[src/logic/paof_pkg.sv]
// Package of constants for the port alternate-function override block
package paof_pkg;

	// ----------------------------------------
	// Geometry
	// ----------------------------------------
	localparam int NUM_PORTS = 5;
	localparam int PORT_W = 8;
	localparam int PE_W = 3;
	localparam int NUM_PINS = 35;
	localparam int ADDR_W = 8;
	localparam int PIDX_W = 3;

	// Flat pin index of bit 0 of ports D and E
	localparam int PD_BASE = 24;
	localparam int PE_BASE = 32;

	// Alternate function bit positions
	localparam int PD_RXD = 0;
	localparam int PD_TXD = 1;
	localparam int PD_IRQ0 = 2;
	localparam int PD_IRQ1 = 3;
	localparam int PD_XCK = 4;
	localparam int PD_CMPA = 5;
	localparam int PD_WRS = 6;
	localparam int PD_RDS = 7;
	localparam int PE_CAPT = 0;
	localparam int PE_ALE = 1;
	localparam int PE_CMPB = 2;

	// ----------------------------------------
	// Register offsets
	// ----------------------------------------
	localparam logic [ADDR_W-1:0] OFS_PA_LATCH = 8'h00;
	localparam logic [ADDR_W-1:0] OFS_PA_DIR = 8'h01;
	localparam logic [ADDR_W-1:0] OFS_PA_PINS = 8'h02;
	localparam logic [ADDR_W-1:0] OFS_PB_LATCH = 8'h03;
	localparam logic [ADDR_W-1:0] OFS_PB_DIR = 8'h04;
	localparam logic [ADDR_W-1:0] OFS_PB_PINS = 8'h05;
	localparam logic [ADDR_W-1:0] OFS_PC_LATCH = 8'h06;
	localparam logic [ADDR_W-1:0] OFS_PC_DIR = 8'h07;
	localparam logic [ADDR_W-1:0] OFS_PC_PINS = 8'h08;
	localparam logic [ADDR_W-1:0] OFS_PD_LATCH = 8'h09;
	localparam logic [ADDR_W-1:0] OFS_PD_DIR = 8'h0A;
	localparam logic [ADDR_W-1:0] OFS_PD_PINS = 8'h0B;
	localparam logic [ADDR_W-1:0] OFS_PE_LATCH = 8'h0C;
	localparam logic [ADDR_W-1:0] OFS_PE_DIR = 8'h0D;
	localparam logic [ADDR_W-1:0] OFS_PE_PINS = 8'h0E;
	localparam logic [ADDR_W-1:0] OFS_CTRL = 8'h0F;

	// ----------------------------------------
	// Fields and reset values
	// ----------------------------------------
	localparam int CTRL_PUD_BIT = 0;
	localparam logic [PORT_W-1:0] PE_MASK = 8'h07;
	localparam logic [PORT_W-1:0] FULL_MASK = 8'hFF;
	localparam logic [PORT_W-1:0] RST_LATCH = 8'h00;
	localparam logic [PORT_W-1:0] RST_DIR = 8'h00;
	localparam logic [PORT_W-1:0] RST_CTRL = 8'h00;
	localparam logic [PORT_W-1:0] RST_RDATA = 8'h00;
	localparam logic [NUM_PINS-1:0] RST_PINS = 35'h0_0000_0000;

	// Register kind selected by an address
	typedef enum logic [2:0] {
		KIND_LATCH,
		KIND_DIR,
		KIND_PINS,
		KIND_CTRL,
		KIND_NONE
	} paof_kind_e;

endpackage

[src/logic/paof_top.sv]
// Port pin mux with alternate-function overrides and port registers
//
// The strobed register port and the register addresses were left to the implementer.
`timescale 1ns/1ps
module paof_top
	import paof_pkg::*;
(
	// Clock and reset
	input wire logic clock,
	input wire logic sys_rst,
	// Register port
	input wire logic [paof_pkg::ADDR_W-1:0] reg_addr,
	input wire logic [paof_pkg::PORT_W-1:0] reg_wdata,
	input wire logic reg_wr,
	input wire logic reg_rd,
	output logic [paof_pkg::PORT_W-1:0] reg_rdata,
	// Power control: disables digital input buffers unless overridden
	input wire logic input_buf_sleep,
	// External memory interface
	input wire logic ext_mem_enable,
	input wire logic mem_read_strobe,
	input wire logic mem_write_strobe,
	input wire logic addr_latch_enable,
	// Serial port
	input wire logic transmitter_on,
	input wire logic tx_data,
	input wire logic receiver_on,
	input wire logic serial_clock_out_en,
	input wire logic serial_clock_out,
	output logic rx_data_in,
	output logic serial_clock_in,
	// Timer1
	input wire logic timer1_compare_a_en,
	input wire logic timer1_compare_a_out,
	input wire logic timer1_compare_b_en,
	input wire logic timer1_compare_b_out,
	output logic timer1_capture_in,
	// External interrupts
	input wire logic ext_irq_zero_en,
	input wire logic ext_irq_one_en,
	input wire logic ext_irq_two_en,
	output logic ext_irq_zero_in,
	output logic ext_irq_one_in,
	output logic ext_irq_two_in,
	// Port A pins
	input wire logic [paof_pkg::PORT_W-1:0] pa_pin,
	output logic [paof_pkg::PORT_W-1:0] pa_oe,
	output logic [paof_pkg::PORT_W-1:0] pa_out,
	output logic [paof_pkg::PORT_W-1:0] pa_pullup,
	// Port B pins
	input wire logic [paof_pkg::PORT_W-1:0] pb_pin,
	output logic [paof_pkg::PORT_W-1:0] pb_oe,
	output logic [paof_pkg::PORT_W-1:0] pb_out,
	output logic [paof_pkg::PORT_W-1:0] pb_pullup,
	// Port C pins
	input wire logic [paof_pkg::PORT_W-1:0] pc_pin,
	output logic [paof_pkg::PORT_W-1:0] pc_oe,
	output logic [paof_pkg::PORT_W-1:0] pc_out,
	output logic [paof_pkg::PORT_W-1:0] pc_pullup,
	// Port D pins
	input wire logic [paof_pkg::PORT_W-1:0] pd_pin,
	output logic [paof_pkg::PORT_W-1:0] pd_oe,
	output logic [paof_pkg::PORT_W-1:0] pd_out,
	output logic [paof_pkg::PORT_W-1:0] pd_pullup,
	// Port E pins
	input wire logic [paof_pkg::PE_W-1:0] pe_pin,
	output logic [paof_pkg::PE_W-1:0] pe_oe,
	output logic [paof_pkg::PE_W-1:0] pe_out,
	output logic [paof_pkg::PE_W-1:0] pe_pullup
);
	import paof_pkg::*;

	// ----------------------------------------
	// Address decode helpers
	// ----------------------------------------

	// Kind of register at an address
	function automatic paof_kind_e dec_kind(input logic [ADDR_W-1:0] a);
		paof_kind_e k;
		if (a == OFS_PA_LATCH || a == OFS_PB_LATCH || a == OFS_PC_LATCH
			|| a == OFS_PD_LATCH || a == OFS_PE_LATCH)
			k = KIND_LATCH;
		else if (a == OFS_PA_DIR || a == OFS_PB_DIR || a == OFS_PC_DIR
			|| a == OFS_PD_DIR || a == OFS_PE_DIR)
			k = KIND_DIR;
		else if (a == OFS_PA_PINS || a == OFS_PB_PINS || a == OFS_PC_PINS
			|| a == OFS_PD_PINS || a == OFS_PE_PINS)
			k = KIND_PINS;
		else if (a == OFS_CTRL)
			k = KIND_CTRL;
		else
			k = KIND_NONE;
		return k;
	endfunction

	// Port index of an address, meaningful only for port registers
	function automatic logic [PIDX_W-1:0] dec_port(input logic [ADDR_W-1:0] a);
		logic [PIDX_W-1:0] p;
		if (a == OFS_PA_LATCH || a == OFS_PA_DIR || a == OFS_PA_PINS)
			p = 3'h0;
		else if (a == OFS_PB_LATCH || a == OFS_PB_DIR || a == OFS_PB_PINS)
			p = 3'h1;
		else if (a == OFS_PC_LATCH || a == OFS_PC_DIR || a == OFS_PC_PINS)
			p = 3'h2;
		else if (a == OFS_PD_LATCH || a == OFS_PD_DIR || a == OFS_PD_PINS)
			p = 3'h3;
		else
			p = 3'h4;
		return p;
	endfunction

	// Implemented bits of a port; port E has only three pins
	function automatic logic [PORT_W-1:0] port_mask(input logic [PIDX_W-1:0] p);
		return (p == 3'h4) ? PE_MASK : FULL_MASK;
	endfunction

	// ----------------------------------------
	// Register storage
	// ----------------------------------------
	logic [PORT_W-1:0] latch_q [NUM_PORTS];
	logic [PORT_W-1:0] dir_q [NUM_PORTS];
	logic [PORT_W-1:0] ctrl_q;
	logic [NUM_PINS-1:0] din_q;
	logic [PORT_W-1:0] rdata_q;
	logic [NUM_PINS-1:0] oe_q;
	logic [NUM_PINS-1:0] out_q;
	logic [NUM_PINS-1:0] pu_q;

	paof_kind_e acc_kind;
	logic [PIDX_W-1:0] acc_port;
	logic global_pullup_disable;

	assign acc_kind = dec_kind(reg_addr);
	assign acc_port = dec_port(reg_addr);
	assign global_pullup_disable = ctrl_q[CTRL_PUD_BIT];

	// Output latches; unused port E bits stay zero
	always_ff @(posedge clock)
	begin
		for (int p = 0; p < NUM_PORTS; p++)
		begin
			if (sys_rst)
				latch_q[p] <= RST_LATCH;
			else if (reg_wr && acc_kind == KIND_LATCH && acc_port == PIDX_W'(p))
				latch_q[p] <= reg_wdata & port_mask(PIDX_W'(p));
		end
	end

	// Direction registers; zero after reset leaves every pin an input
	always_ff @(posedge clock)
	begin
		for (int p = 0; p < NUM_PORTS; p++)
		begin
			if (sys_rst)
				dir_q[p] <= RST_DIR;
			else if (reg_wr && acc_kind == KIND_DIR && acc_port == PIDX_W'(p))
				dir_q[p] <= reg_wdata & port_mask(PIDX_W'(p));
		end
	end

	// Control register holding the global pull-up disable
	always_ff @(posedge clock)
	begin
		if (sys_rst)
			ctrl_q <= RST_CTRL;
		else if (reg_wr && acc_kind == KIND_CTRL)
			ctrl_q <= reg_wdata & (PORT_W'(1) << CTRL_PUD_BIT);
	end

	// ----------------------------------------
	// Flat per-pin views
	// ----------------------------------------
	logic [NUM_PINS-1:0] latch_flat;
	logic [NUM_PINS-1:0] dir_flat;
	logic [NUM_PINS-1:0] pin_flat;

	always_comb
	begin
		for (int i = 0; i < NUM_PINS; i++)
		begin
			latch_flat[i] = latch_q[i / PORT_W][i % PORT_W];
			dir_flat[i] = dir_q[i / PORT_W][i % PORT_W];
		end
	end

	assign pin_flat = {pe_pin, pd_pin, pc_pin, pb_pin, pa_pin};

	// ----------------------------------------
	// Override sources for ports D and E
	// ----------------------------------------
	logic [NUM_PINS-1:0] pu_ov_en;
	logic [NUM_PINS-1:0] pu_ov_val;
	logic [NUM_PINS-1:0] dd_ov_en;
	logic [NUM_PINS-1:0] dd_ov_val;
	logic [NUM_PINS-1:0] pv_ov_en;
	logic [NUM_PINS-1:0] pv_ov_val;
	logic [NUM_PINS-1:0] ib_ov_en;
	logic [NUM_PINS-1:0] ib_ov_val;

	// Ports A to C carry no overrides here; every default is the register path
	always_comb
	begin
		pu_ov_en = '0;
		pu_ov_val = '0;
		dd_ov_en = '0;
		dd_ov_val = '0;
		pv_ov_en = '0;
		pv_ov_val = '0;
		ib_ov_en = '0;
		ib_ov_val = '0;
		// Memory read strobe on D7
		pu_ov_en[PD_BASE + PD_RDS] = ext_mem_enable;
		dd_ov_en[PD_BASE + PD_RDS] = ext_mem_enable;
		dd_ov_val[PD_BASE + PD_RDS] = 1'b1;
		pv_ov_en[PD_BASE + PD_RDS] = ext_mem_enable;
		pv_ov_val[PD_BASE + PD_RDS] = mem_read_strobe;
		// Memory write strobe on D6
		pu_ov_en[PD_BASE + PD_WRS] = ext_mem_enable;
		dd_ov_en[PD_BASE + PD_WRS] = ext_mem_enable;
		dd_ov_val[PD_BASE + PD_WRS] = 1'b1;
		pv_ov_en[PD_BASE + PD_WRS] = ext_mem_enable;
		pv_ov_val[PD_BASE + PD_WRS] = mem_write_strobe;
		// Value-only overrides; direction stays with software
		pv_ov_en[PD_BASE + PD_CMPA] = timer1_compare_a_en;
		pv_ov_val[PD_BASE + PD_CMPA] = timer1_compare_a_out;
		pv_ov_en[PD_BASE + PD_XCK] = serial_clock_out_en;
		pv_ov_val[PD_BASE + PD_XCK] = serial_clock_out;
		// Interrupt pins keep their buffers alive in sleep
		ib_ov_en[PD_BASE + PD_IRQ1] = ext_irq_one_en;
		ib_ov_val[PD_BASE + PD_IRQ1] = 1'b1;
		ib_ov_en[PD_BASE + PD_IRQ0] = ext_irq_zero_en;
		ib_ov_val[PD_BASE + PD_IRQ0] = 1'b1;
		// Transmit data on D1
		pu_ov_en[PD_BASE + PD_TXD] = transmitter_on;
		dd_ov_en[PD_BASE + PD_TXD] = transmitter_on;
		dd_ov_val[PD_BASE + PD_TXD] = 1'b1;
		pv_ov_en[PD_BASE + PD_TXD] = transmitter_on;
		pv_ov_val[PD_BASE + PD_TXD] = tx_data;
		// Receive on D0: forced input, pull-up still from the latch bit
		pu_ov_en[PD_BASE + PD_RXD] = receiver_on;
		pu_ov_val[PD_BASE + PD_RXD] = latch_flat[PD_BASE + PD_RXD] & ~global_pullup_disable;
		dd_ov_en[PD_BASE + PD_RXD] = receiver_on;
		dd_ov_val[PD_BASE + PD_RXD] = 1'b0;
		// Compare B on E2; the pin drives only once software sets its direction
		pv_ov_en[PE_BASE + PE_CMPB] = timer1_compare_b_en;
		pv_ov_val[PE_BASE + PE_CMPB] = timer1_compare_b_out;
		// Address latch enable on E1
		pu_ov_en[PE_BASE + PE_ALE] = ext_mem_enable;
		dd_ov_en[PE_BASE + PE_ALE] = ext_mem_enable;
		dd_ov_val[PE_BASE + PE_ALE] = 1'b1;
		pv_ov_en[PE_BASE + PE_ALE] = ext_mem_enable;
		pv_ov_val[PE_BASE + PE_ALE] = addr_latch_enable;
		// E0 buffer forced on for interrupt 2; capture shares it
		ib_ov_en[PE_BASE + PE_CAPT] = ext_irq_two_en;
		ib_ov_val[PE_BASE + PE_CAPT] = 1'b1;
	end

	// ----------------------------------------
	// Pin cells
	// ----------------------------------------
	logic [NUM_PINS-1:0] cell_oe;
	logic [NUM_PINS-1:0] cell_out;
	logic [NUM_PINS-1:0] cell_pu;
	logic [NUM_PINS-1:0] cell_din;

	for (genvar i = 0; i < NUM_PINS; i++)
	begin : g_pin
		paof_pin_cell u_cell
		(
			.reg_latch(latch_flat[i]),
			.reg_dir(dir_flat[i]),
			.global_pullup_disable(global_pullup_disable),
			.buf_sleep(input_buf_sleep),
			.pullup_override_en(pu_ov_en[i]),
			.pullup_override_val(pu_ov_val[i]),
			.direction_override_en(dd_ov_en[i]),
			.direction_override_val(dd_ov_val[i]),
			.outval_override_en(pv_ov_en[i]),
			.outval_override_val(pv_ov_val[i]),
			.input_buf_override_en(ib_ov_en[i]),
			.input_buf_override_val(ib_ov_val[i]),
			.pin_level(pin_flat[i]),
			.drive_en(cell_oe[i]),
			.drive_val(cell_out[i]),
			.pullup_en(cell_pu[i]),
			.din(cell_din[i])
		);
	end

	// Pin drive is registered: one cycle from any control change to the pad
	always_ff @(posedge clock)
	begin
		if (sys_rst)
		begin
			oe_q <= '0;
			out_q <= '0;
			pu_q <= '0;
		end
		else
		begin
			oe_q <= cell_oe;
			out_q <= cell_out;
			pu_q <= cell_pu;
		end
	end

	// Sampled pin levels; the same flop feeds registers and peripherals
	always_ff @(posedge clock)
	begin
		if (sys_rst)
			din_q <= RST_PINS;
		else
			din_q <= cell_din;
	end

	// ----------------------------------------
	// Register read: data valid the cycle after the strobe only
	// ----------------------------------------
	always_ff @(posedge clock)
	begin
		if (sys_rst)
			rdata_q <= RST_RDATA;
		else if (reg_rd)
		begin
			if (acc_kind == KIND_LATCH)
				rdata_q <= latch_q[acc_port];
			else if (acc_kind == KIND_DIR)
				rdata_q <= dir_q[acc_port];
			else if (acc_kind == KIND_PINS)
				rdata_q <= PORT_W'(din_q >> (acc_port * PORT_W)) & port_mask(acc_port);
			else if (acc_kind == KIND_CTRL)
				rdata_q <= ctrl_q;
			else
				rdata_q <= RST_RDATA;
		end
		else
			rdata_q <= RST_RDATA;
	end

	// ----------------------------------------
	// Outputs, all straight from flops
	// ----------------------------------------
	assign reg_rdata = rdata_q;
	assign rx_data_in = din_q[PD_BASE + PD_RXD];
	assign serial_clock_in = din_q[PD_BASE + PD_XCK];
	assign ext_irq_zero_in = din_q[PD_BASE + PD_IRQ0];
	assign ext_irq_one_in = din_q[PD_BASE + PD_IRQ1];
	assign ext_irq_two_in = din_q[PE_BASE + PE_CAPT];
	assign timer1_capture_in = din_q[PE_BASE + PE_CAPT];

	assign pa_oe = oe_q[7:0];
	assign pa_out = out_q[7:0];
	assign pa_pullup = pu_q[7:0];
	assign pb_oe = oe_q[15:8];
	assign pb_out = out_q[15:8];
	assign pb_pullup = pu_q[15:8];
	assign pc_oe = oe_q[23:16];
	assign pc_out = out_q[23:16];
	assign pc_pullup = pu_q[23:16];
	assign pd_oe = oe_q[31:24];
	assign pd_out = out_q[31:24];
	assign pd_pullup = pu_q[31:24];
	assign pe_oe = oe_q[34:32];
	assign pe_out = out_q[34:32];
	assign pe_pullup = pu_q[34:32];
endmodule

[src/logic/paof_pin_cell.sv]
// One pin: merges register settings with alternate-function overrides
`timescale 1ns/1ps
module paof_pin_cell
(
	// Register settings
	input wire logic reg_latch,
	input wire logic reg_dir,
	input wire logic global_pullup_disable,
	input wire logic buf_sleep,
	// Override pairs
	input wire logic pullup_override_en,
	input wire logic pullup_override_val,
	input wire logic direction_override_en,
	input wire logic direction_override_val,
	input wire logic outval_override_en,
	input wire logic outval_override_val,
	input wire logic input_buf_override_en,
	input wire logic input_buf_override_val,
	// Pin side
	input wire logic pin_level,
	output logic drive_en,
	output logic drive_val,
	output logic pullup_en,
	output logic din
);
	logic buf_on;

	// Each enabled override wins over the register path
	always_comb
	begin
		drive_en = direction_override_en ? direction_override_val : reg_dir;
		drive_val = outval_override_en ? outval_override_val : reg_latch;
		pullup_en = pullup_override_en ? pullup_override_val
			: (reg_latch & ~reg_dir & ~global_pullup_disable);
		buf_on = input_buf_override_en ? input_buf_override_val : ~buf_sleep;
		// A disabled buffer reads low so a floating pin cannot toggle logic
		din = buf_on & pin_level;
	end
endmodule

[config.mk]
export PLATFORM = sky130hd
export DESIGN_NAME = paof_top
export DESIGN_NICKNAME = d
export VERILOG_FILES = /design/src/logic/paof_pkg.sv /design/src/logic/paof_top.sv /design/src/logic/paof_pin_cell.sv
export SDC_FILE = /design/constraint.sdc
export NUM_CORES = 1
export LEC_CHECK = 0
export ABC_AREA = 1
export BUFFER_PORTS_ARGS = -buffer_cell sky130_fd_sc_hd__buf_4
export CORE_UTILIZATION = 35
export CTS_BUF_LIST = sky130_fd_sc_hd__clkbuf_2 sky130_fd_sc_hd__clkbuf_4 sky130_fd_sc_hd__clkbuf_8
export DETAILED_ROUTE_END_ITERATION = 8
export GPL_TIMING_DRIVEN = 1
export PLACE_DENSITY = 0.59
export SLEW_MARGIN = 5
export SYNTH_ARGS = -nofsm -noshare
export SYNTH_HDL_FRONTEND = slang
export SYNTH_SLANG_ARGS = --single-unit
[constraint.sdc]
create_clock -name clock -period 7.13 [get_ports clock]
set_input_delay 1.7825 -clock clock [delete_from_list [all_inputs] [get_ports clock]]
set_output_delay 1.7825 -clock clock [all_outputs]
set_load 0.01 [all_outputs]
* Word level (Yosys, flattened, before mapping)
Memories as Yosys holds them, arrays and structs flattened.
Index checks and enable logic that the tools add are counted.
Widths: inputs -> output; s select.
** Word-level totals
- Register bits :: 149
- Bits in latches :: 0
- Bits in read-only memories :: 0
- Logic and storage cells :: 299
- Input port bits :: 72
- Bits in writable memories :: 80
- Memories :: 2
** Cells by class
- Order comparisons :: 0
- Bitwise logic cells :: 155
- Reductions and logical operators :: 40
- Mux-type cells :: 70
- Div/mod/pow operators :: 0
- $mul :: 0
- Shifts and indexed selects :: 1
- Equal/unequal tests :: 22
- Add/subtract/negate cells :: 0
** Memory list
- dir_q :: depth 5, bits a word 8, read ports 6, clocked after Yosys merged registers in 0, wr ports 5, line paof_top.sv:121 : logic [PORT_W-1:0] dir_q [NUM_PORTS];
- latch_q :: depth 5, bits a word 8, read ports 6, clocked after Yosys merged registers in 0, wr ports 5, line paof_top.sv:120 : logic [PORT_W-1:0] latch_q [NUM_PORTS];
** Operator list (count)
- $mux 8 :: 14
- $and 1x1->1 :: 106
- $eq 8x4->1 const B :: 8
- $mux 1 :: 48
- $not 1->1 :: 38
- $shr 35x6->8 :: 1
- $eq 8x3->1 const B :: 4
- $mux 3 :: 8
- $logic_or 1x1->1 :: 20
- $eq 8x2->1 const B :: 2
- $logic_and 1x1->1 :: 13
- $eq 3x2->1 const B :: 4
- $or 1x1->1 :: 10
- $and 8x8->8 :: 1
- $eq 8x1->1 const B :: 1
- $logic_not 8->1 :: 1
- $reduce_or 2->1 :: 4
- $eq 3x1->1 const B :: 2
- $logic_not 3->1 :: 2
- $eq 3x3->1 const B :: 1

* Depth between registers and ports, before layout
Gate-level depths: netlist (run 1).
- Depth after elaboration :: 15
- Depth in mapped cells :: 16
- Gate-level depth less buffers :: 13

* Modules after synthesis
Synthesis (run 1) repeated with hierarchy kept, for this count alone.
** Second synthesis, totals
- Cells, all modules :: 1491
- Area, all modules :: 10361.2 sq um
** By module, submodules not included
- paof_top :: area an instance 8171.6 sq um, times used 1, cells an instance 931
- paof_pin_cell :: area an instance 62.6 sq um, times used 35, cells an instance 16

* Least setup slack after synthesis (run 1)
Ideal clock, no wire load.
- Path type :: input to register
- Start :: in reg_addr[7] (netlist name)
- End :: mem dir_q[1][0], enable pin
- Stages on the path :: 10
- Library setup time :: 0.384 ns
- Path slack :: 3.422 ns
- Buffers on the path :: 3
- Arrival :: 3.324 ns
- Path through :: nor2_1 -> nand2_1 -> inv_2 -> buf_6 -> nand2_1 -> buf_2 -> nand2_1 -> inv_2 -> buf_6 -> o21ai_0
** RTL lines
- start, declared :: line paof_top.sv:12 : input wire logic [paof_pkg::ADDR_W-1:0] reg_addr,
- end, declared :: line paof_top.sv:121

==> results.txt, run 1 <==
The flow ran to the end, and the final reports show no timing, DRC or antenna violations. The sequential fraction of design power is 49.3%. By instance count, the leading cell after synthesis is nor2_1. Cells fill 46.8% of the core in the end. After synthesis, the netlist uses 26 different library cells. The number of nets produced by synthesis is 999, and the fraction of power spent switching nets is 23.3%. Synthesis inferred 219 register bits.

For the worst flop-to-flop path, the logic depth is 8. The relative contribution of combinational cells to total power is 7.6%. The total area inside the core boundary comes to 22,800 µm². After clock tree synthesis, the clock-pin slew on the worst setup and hold paths is 60 ps. The detailed router finished its first iteration with 521 violations.

After clock tree synthesis, the setup repair step added 0 buffers. From bottom edge to top edge, the die measures 155 µm. At the pin with the least slew margin, the transition time is 1180 ps. The power per cell area was 261 nW/µm²; the global-route wire length before repair was 36,000 µm. Across all setup checks in the final design, the least slack found is 2960 ps. Timing analysis after detailed placement gives a worst setup slack of 2460 ps. The critical path data required time is 7260 ps, and the netlist area before placement is 8180 µm².

Routability-driven placement finished with a final weighted congestion of 0.908. Once detail routing completed, the nets flagged for antenna violations numbered 0. Global routing consumed, over all layers together, 19.8% of the routing resources. At the later pin of the worst-skew pair, clock insertion delay measures 520 ps. Setup repair after global routing left no endpoint under its margin. In the synthesized netlist the dominant register cell turns out to be dfxtp_1. Summing the areas of all and, or, nand and nor instances in the mapped netlist gives 24.8% of the synthesized area. Traced cell by cell, the critical path runs through buf_4 > nor2_1 > nand4_1 > nand2_1 > inv_2 > o21ai_0. The XOR/XNOR share of the synthesized area is 0%. The run gives 2 as the deepest level of the CTS H-tree.

The run gives 219 as the count of clock tree sinks. The fraction of registers with async set or reset after synthesis was 0%; the largest stage delay on the critical path was 930 ps. The horizontal die dimension came out at 155 µm.

The repair_antennas step left the layout with diodes totalling 0. In this run the tool buffered the top-level ports with 190 buffer cells. For the total number of vias, the log shows 6,700. Relative to the synthesized area, the layout overhead comes to 30.2%.

On the final layout, the worst hold slack is 437 ps. The clock network is responsible for 43.0% of the overall power. Hold repair after CTS inserted 0 buffers. Entering global routing, the biggest net connects 84 pins. The data arrival time of the critical path came out at 4300 ps. The buffers plus inverters on the worst setup path came out at 2.

The total CTS buffers is 37. The total stage count of the critical path works out to 6. The internal power of the cells totals 2.13 mW. The proportion of layout cells with a drive suffix above 1 is 24.8%, and the number of synthesis warnings is 0. The shortest period the worst path allows was 4170 ps.

The worst register-to-register path begins at dir_q[2][1]$_SDFFCE_PN0P_. Summing the areas of all fa, ha and maj instances in the mapped netlist gives 0% of the synthesized area. The analysis attributes to net switching a power of 0.649 mW. For this design the top-level I/O count stands at 191. In this run, synthesis inferred 70 flip-flops with an integrated enable. The min-delay analysis places its worst path in the category reg2reg.

In the final timing run, aggregate negative setup slack is 0 ps. The hold-critical path endpoint is pu_q[17]$_SDFF_PP0_. Of all nets on the critical path, the largest fanout is 14. Across the run, the number of max-cap violations was 0. The slowest cell on the critical path was o21ai_0. The remaining routing DRC violations was 0. The first detailed-routing pass took 5 iterations. After detailed routing, the total wire length is 23,500 µm.

Summed over its instances, the top area cell type makes up 36.5% of the synthesized netlist area. The launching element type of the critical path is an input pin. By area, the combinational part of the netlist is dominated by simple AND/OR/NAND/NOR gates. Measured against its own limit, the worst slew margin works out to 20.6%. For this configuration, the core starts out at a cell density of 35.9%.

The worst-case IR drop observed on VDD is 0.114 mV. By area the synthesized netlist is led by dfxtp_1, edfxtp_1, nor2_1. The tools report the endpoint of the worst register-to-register path as reg_rdata[1]$_SDFF_PP0_.

The worst hold path begins at dir_q[2][1]$_SDFFCE_PN0P_. The filler cells instantiated in the layout total 2,223. Setup violations remaining at the end of the flow were counted as 0. The worst setup path is captured at a flop. At the end of the flow, the number of nets in the layout was 1,195. No sink is reached through more buffers than the 3 on the longest clock path. The floorplan has 55 rows. The slack of the worst reg-to-reg path came out at 5730 ps. After clock tree synthesis, the repair step resized 0 gates. TritonCTS built the clock tree. The average cell area after synthesis was 8.82 µm².

The global route total overflow was 0; the area of the die was 24,000 µm². Based on the critical path, the design can be clocked at up to 240 MHz. Using the TritonRoute via totals, the vias-per-cell ratio works out to 4.58. The design draws 2.78 mW.

The tools report the placed wire-length estimate as 17,200 µm. The tools report the CTS root buffer as clkbuf_8. Number of pins exceeding their max-slew limit in the final report: 0. Of the synthesized area, sequential elements account for 62.2%. The worst setup path is of the in2reg kind. Dividing the final minimum period by the clock period gives 58.4%.

For this design the static power due to leakage is 5.02 nW. The per-cell routed wire length is 16.1 µm, and the final worst clock skew is 23.5 ps. The via count of the first global-routing pass is 6,561, and the instance count along the most critical hold path is 1. The final-report hold violation count came out at 0. Number of standard cells after synthesis: 927. After synthesis, the most frequently instantiated cells are nor2_1, nand2_1, dfxtp_1.

The kind of cell with the highest combined delay along the critical path is simple AND/OR/NAND/NOR gates. Number of antenna violations at the first check in global routing: 0. The synthesized design spends more area on one cell type than any other, namely dfxtp_1. Measured against the total synthesized area, the mux share comes to 0%. The post-synthesis compound-gate area fraction works out to 4.65%.
-- layer usage --
| layer | part of all wire (%) | vias to the layer above | track usage (%) |
|---|---|---|---|
| met5 | 0 | - | 0 |
| met4 | 2.7 | 0 | 7.50 |
| met3 | 7.6 | 44 | 4.43 |
| met2 | 48 | 277 | 32.8 |
| met1 | 42 | 3041 | 25.2 |
| li1 | - | 3338 | - |
-- cells in the final DEF, fill, tap and decap left out, drive strengths merged --
master | synthesis | layout
nor4 | 25 | 25
nor3 | 10 | 10
nand4 | 12 | 12
o21a | 1 | 1
clkinv | 5 | 10
o211ai | 12 | 12
nand2 | 160 | 160
bufinv | 0 | 1
clkbuf | 17 | 58
dfxtp | 149 | 149
edfxtp | 70 | 70
a21oi | 26 | 26
nor2 | 211 | 211
buf | 20 | 194
a211oi | 1 | 1
clkinvlp | 0 | 2
inv | 126 | 127
o21ai | 29 | 29
nand3 | 53 | 53
-- stage by stage --
stage | std cells | area [µm²]
final | 1464 | 10700
after global routing | 1464 | 10700
after CTS | 1464 | 10700
after detailed placement | 1397 | 9840
after global placement | 1397 | 9840
after floorplan | 927 | 8180
-- state kept, by name (all words and copies together) (netlist names) --
name / cells
dir_q: 35
din_q: 35
oe_q: 35
ctrl_q: 1
latch_q: 35
reg_rdata: 8
out_q: 35
pu_q: 35
-- kinds of logic after synthesis --
kind of cell / after synthesis
AOI/OAI and AO/OA: 69
buffers and inverters: 168
DFF: 219
and+or+nand+nor: 471
-- power by group through the flow --
stage	logic, mW	registers [mW]	clock network (mW)
6_report	0.213	1.37	1.20
5_1_grt	0.234	1.38	1.28
4_1_cts	0.215	1.37	1.23
3_5_place_dp	0.214	1.40	0
3_3_place_gp	0.212	1.40	0
2_1_floorplan	0.0847	1.40	0
-- cell type report --
| cell class | count | area [µm²] | area share [%] |
|---|---|---|---|
| Clock buffer | 58 | 742 | 6.97 |
| Clock inverter | 9 | 72.6 | 0.681 |
| Inverter | 131 | 492 | 4.62 |
| Multi-Input combinational cell | 540 | 2410 | 22.6 |
| Sequential cell | 219 | 5080 | 47.7 |
| Tap cell | 313 | 392 | 3.68 |
| Timing Repair Buffer | 194 | 1460 | 13.7 |
-- how the worst max path moves through the flow --
stage / endpoint / slack, ps / from
after CTS: dir_q[1][1]$_SDFFCE_PN0P_ / 3010 / reg_addr[5]
final: dir_q[1][1]$_SDFFCE_PN0P_ / 2960 / reg_addr[5]
after floorplan: dir_q[1][0]$_SDFFCE_PN0P_ / 3420 / reg_addr[7]
after global placement: dir_q[1][5]$_SDFFCE_PN0P_ / 2660 / reg_addr[5]
after detailed placement: dir_q[1][3]$_SDFFCE_PN0P_ / 2460 / reg_addr[5]
after global routing: latch_q[1][7]$_SDFFCE_PN0P_ / 2780 / reg_addr[5]
(Power assumes the default switching activity.)
==> run 2, diff against run 1 <==
--- a/config.mk
+++ b/config.mk
@@ -11,7 +11,7 @@
 export CTS_BUF_LIST = sky130_fd_sc_hd__clkbuf_2 sky130_fd_sc_hd__clkbuf_4 sky130_fd_sc_hd__clkbuf_8
 export DETAILED_ROUTE_END_ITERATION = 8
 export GPL_TIMING_DRIVEN = 1
-export PLACE_DENSITY = 0.59
+export PLACE_DENSITY = 0.61
 export SLEW_MARGIN = 5
 export SYNTH_ARGS = -nofsm -noshare
 export SYNTH_HDL_FRONTEND = slang
==> constraint.sdc (replaced) <==
create_clock -name clock -period 3.5 [get_ports clock]
set_input_delay 0.875 -clock clock [delete_from_list [all_inputs] [get_ports clock]]
set_output_delay 0.875 -clock clock [all_outputs]
set_load 0.01 [all_outputs]
==> results.txt, run 2 (same netlist as run 1, synthesis figures left out) <==
The logs give 35.9% (unchanged) for the effective utilization at floorplan and 54 (-36%) for the largest net degree at the start of global routing. The logs give 385 MHz for the top achievable clock speed and 0 ps (unchanged) for the setup TNS. Critical path data required time: 3910 ps (-3350 ps). The logs give 0 (unchanged) for the post-detailed-route count of antenna-violating nets and 0 (unchanged) for the number of pins exceeding their max-slew limit in the final report. The tools report the detailed router's first-iteration violation count as 458 (-12%). Leaving out fill and tap cells, the most frequent cells in the layout are nor2_1, buf_4, nand2_1.

The logs give 44.2% (+1.2 points) for the proportion of power drawn by the clock network and 191 (unchanged) for the top-level port count. The tools report the maximum VDD drop as 0.238 mV (+110%). The proportion of layout cells with a drive suffix above 1 was 25.7% (+0.93 points); the placeable core region was 22,800 µm² (unchanged). The final worst clock skew was 25.7 ps (+2.16 ps). Count of TritonRoute iterations in the first routing pass: 5 (unchanged). The horizontal die dimension was 155 µm (unchanged). The run gives 0 (unchanged) as the number of post-CTS setup repair buffers. The total CTS buffers came out at 37 (unchanged).

The relative contribution of combinational cells to total power is 7.6% (about the same), and the fraction of power spent switching nets is 23.0% (-0.32 points). The largest fanout on the critical path came out at 29 (+15). Number of buffers on the longest clock path: 3 (unchanged). The start-to-end type of the worst setup path was in2reg. The power consumption is 5.80 mW (+110%). The logs give 55 (unchanged) for the total number of placement rows and 4.46 mW (+110%) for the internal power consumption. The tools report the number of antenna violations at the first check in global routing as 0 (unchanged). Transition time of the tightest slew-check pin: 814 ps (-364 ps). Library cell appearing most often on the critical path: nand2_1. The data arrival time of the critical path came out at 3010 ps (-1290 ps).

The tools report the net switching power as 1.33 mW (+110%). The flow ran to the end, and the final reports show no timing, DRC or antenna violations. The tools report the total number of vias as 6,702 (+0.030%). The count of hold buffers inserted by post-cts repair came out at 0 (unchanged).

Die outline height: 155 µm (unchanged). The number of nets in the final layout is 1,207 (+1.0%), and the leakage power summed over all cells is 5.10 nW (+1.8%). Leaving out fill and tap cells, the most frequent cell in the layout is nor2_1.

The number of cell instances on the worst register-to-register path was 6 (-2); the instance count along the most critical hold path was 1 (unchanged). The run gives 0 (unchanged) as the number of antenna cells inserted. The placed wire-length estimate was 17,900 µm (+4.1%). TritonCTS built the clock tree.

The run gives 219 (unchanged) as the count of clock tree sinks. The signal on the critical path passes through buf_4 > nor2_1 > nand2_1 > inv_2 > nand3_2 > nand3_2 > buf_12 > nand2_1 > o21ai_1 > nand2_1 > nand2_1 > nand2_1 > nand2_1 > nand2_1 > a21oi_1. The final period utilization was 74.2%.

The remaining routing DRC violations is 0 (unchanged), and the power per cell area is 537 nW/µm² (+110%). The area of the die is 24,000 µm² (unchanged). The per-cell routed wire length works out to 16.2 µm (+1.1%). The routability congestion estimate was 0.905 (-0.33%); the area growth from synthesis to final layout was 32.1%.

Insertion delay of the later-clocked pin in the worst-skew pair: 540 ps (+20 ps). The slowest stage of the critical path is the nand3_2 cell. The number of port buffers was 190 (unchanged).

The detailed-route wire length was 24,000 µm (+2.0%). Setup repair after global routing left no endpoint under its margin. The class of the tightest hold or removal check was reg2reg. The sequential fraction of design power is 48.2% (-1.1 points), and the relative slew slack is 45.4% (+25 points). The global route total overflow was 0 (unchanged). The critical path capture point type is a flop. The clock period could shrink to 2600 ps. The via density per instance came out at 4.54 (-0.85%). The run gives 0 (unchanged) as the number of gates given a new drive strength after cts. The all-layer global routing usage came out at 20.4% (+0.60 points).

CTS root buffer: clkbuf_8. The number of setup violations in the final report is 0 (unchanged), and the clock transition at the registers of the reported paths is 60 ps (about the same). The via count of the first global-routing pass was 6,734 (+2.6%). The global-route wire length before repair was 36,900 µm (+2.5%); the largest stage delay on the critical path was 380 ps (-550 ps). The deepest level of the CTS H-tree is 2 (unchanged), and the final-report hold violation count is 0 (unchanged).

For the count of max-cap constraint violations, the log shows 0 (unchanged). The worst setup path is launched from an input pin.
[run 2: changes by cell type in the layout (fill, tap and decap cells not counted), sizes merged]
cell | before | now
buf | 194 | 206
clkbuf | 58 | 60
clkinv | 10 | 8
bufinv | 1 | 2
clkinvlp | 2 | 1
inv | 127 | 128
[run 2: critical path: cells and delay by family]
kind	cells	cell delay, ps
and+or+nand+nor	10	1300
buffers and inverters	3	490
AOI/OAI and AO/OA	2	330
[run 2: metal layers]
layer  routed length [µm]  vias up  GRT usage (%)
met1                10000     3064           25.1
met2                11800      241           35.4
met5                    0        -              0
li1                     -     3362              -
met3                 1640       35           4.48
met4                  485        0           6.55
[run 2: per-stage QoR]
step / hold WS, ps / setup slack, ps / utilization (%) / cells / area (µm²)
5_1_grt: 450 / 716 / 47.4 / 1477 / 10800
6_report: 432 / 905 / 47.4 / 1477 / 10800
2_1_floorplan: 416 / 700 / - / 927 / 8180
3_5_place_dp: 429 / 395 / 43.6 / 1409 / 9940
3_3_place_gp: 425 / 448 / 43.6 / 1409 / 9940
4_1_cts: 423 / 942 / 47.4 / 1477 / 10800
[run 2: path summary, 6_finish.rpt]
| kind | from | to | slack, ps |
|---|---|---|---|
| setup reg to reg | dir_q[2][0]$_SDFFCE_PN0P_ | reg_rdata[0]$_SDFF_PP0_ | 2160 |
| hold / removal | dir_q[3][7]$_SDFFCE_PN0P_ | pu_q[31]$_SDFF_PP0_ | 430 |
| setup / recovery | reg_addr[5] | reg_rdata[0]$_SDFF_PP0_ | 900 |
| hold reg to reg | dir_q[3][7]$_SDFFCE_PN0P_ | pu_q[31]$_SDFF_PP0_ | 430 |
[run 2: final cells by class]
type / instances / area (µm²)
Tap cell: 313 / 392
Sequential cell: 219 / 5080
Multi-Input combinational cell: 540 / 2410
Inverter: 131 / 492
Timing Repair Buffer: 206 / 1560
Fill cell: 2248 / 12000
Clock buffer: 60 / 763
Clock inverter: 8 / 100
[run 2: power groups by stage]
stage	Clock [mW]	Sequential [mW]	Combinational, mW
3_3_place_gp	0	2.85	0.440
2_1_floorplan	0	2.86	0.173
4_1_cts	2.63	2.80	0.445
5_1_grt	2.74	2.80	0.486
6_report	2.56	2.80	0.441
3_5_place_dp	0	2.85	0.445
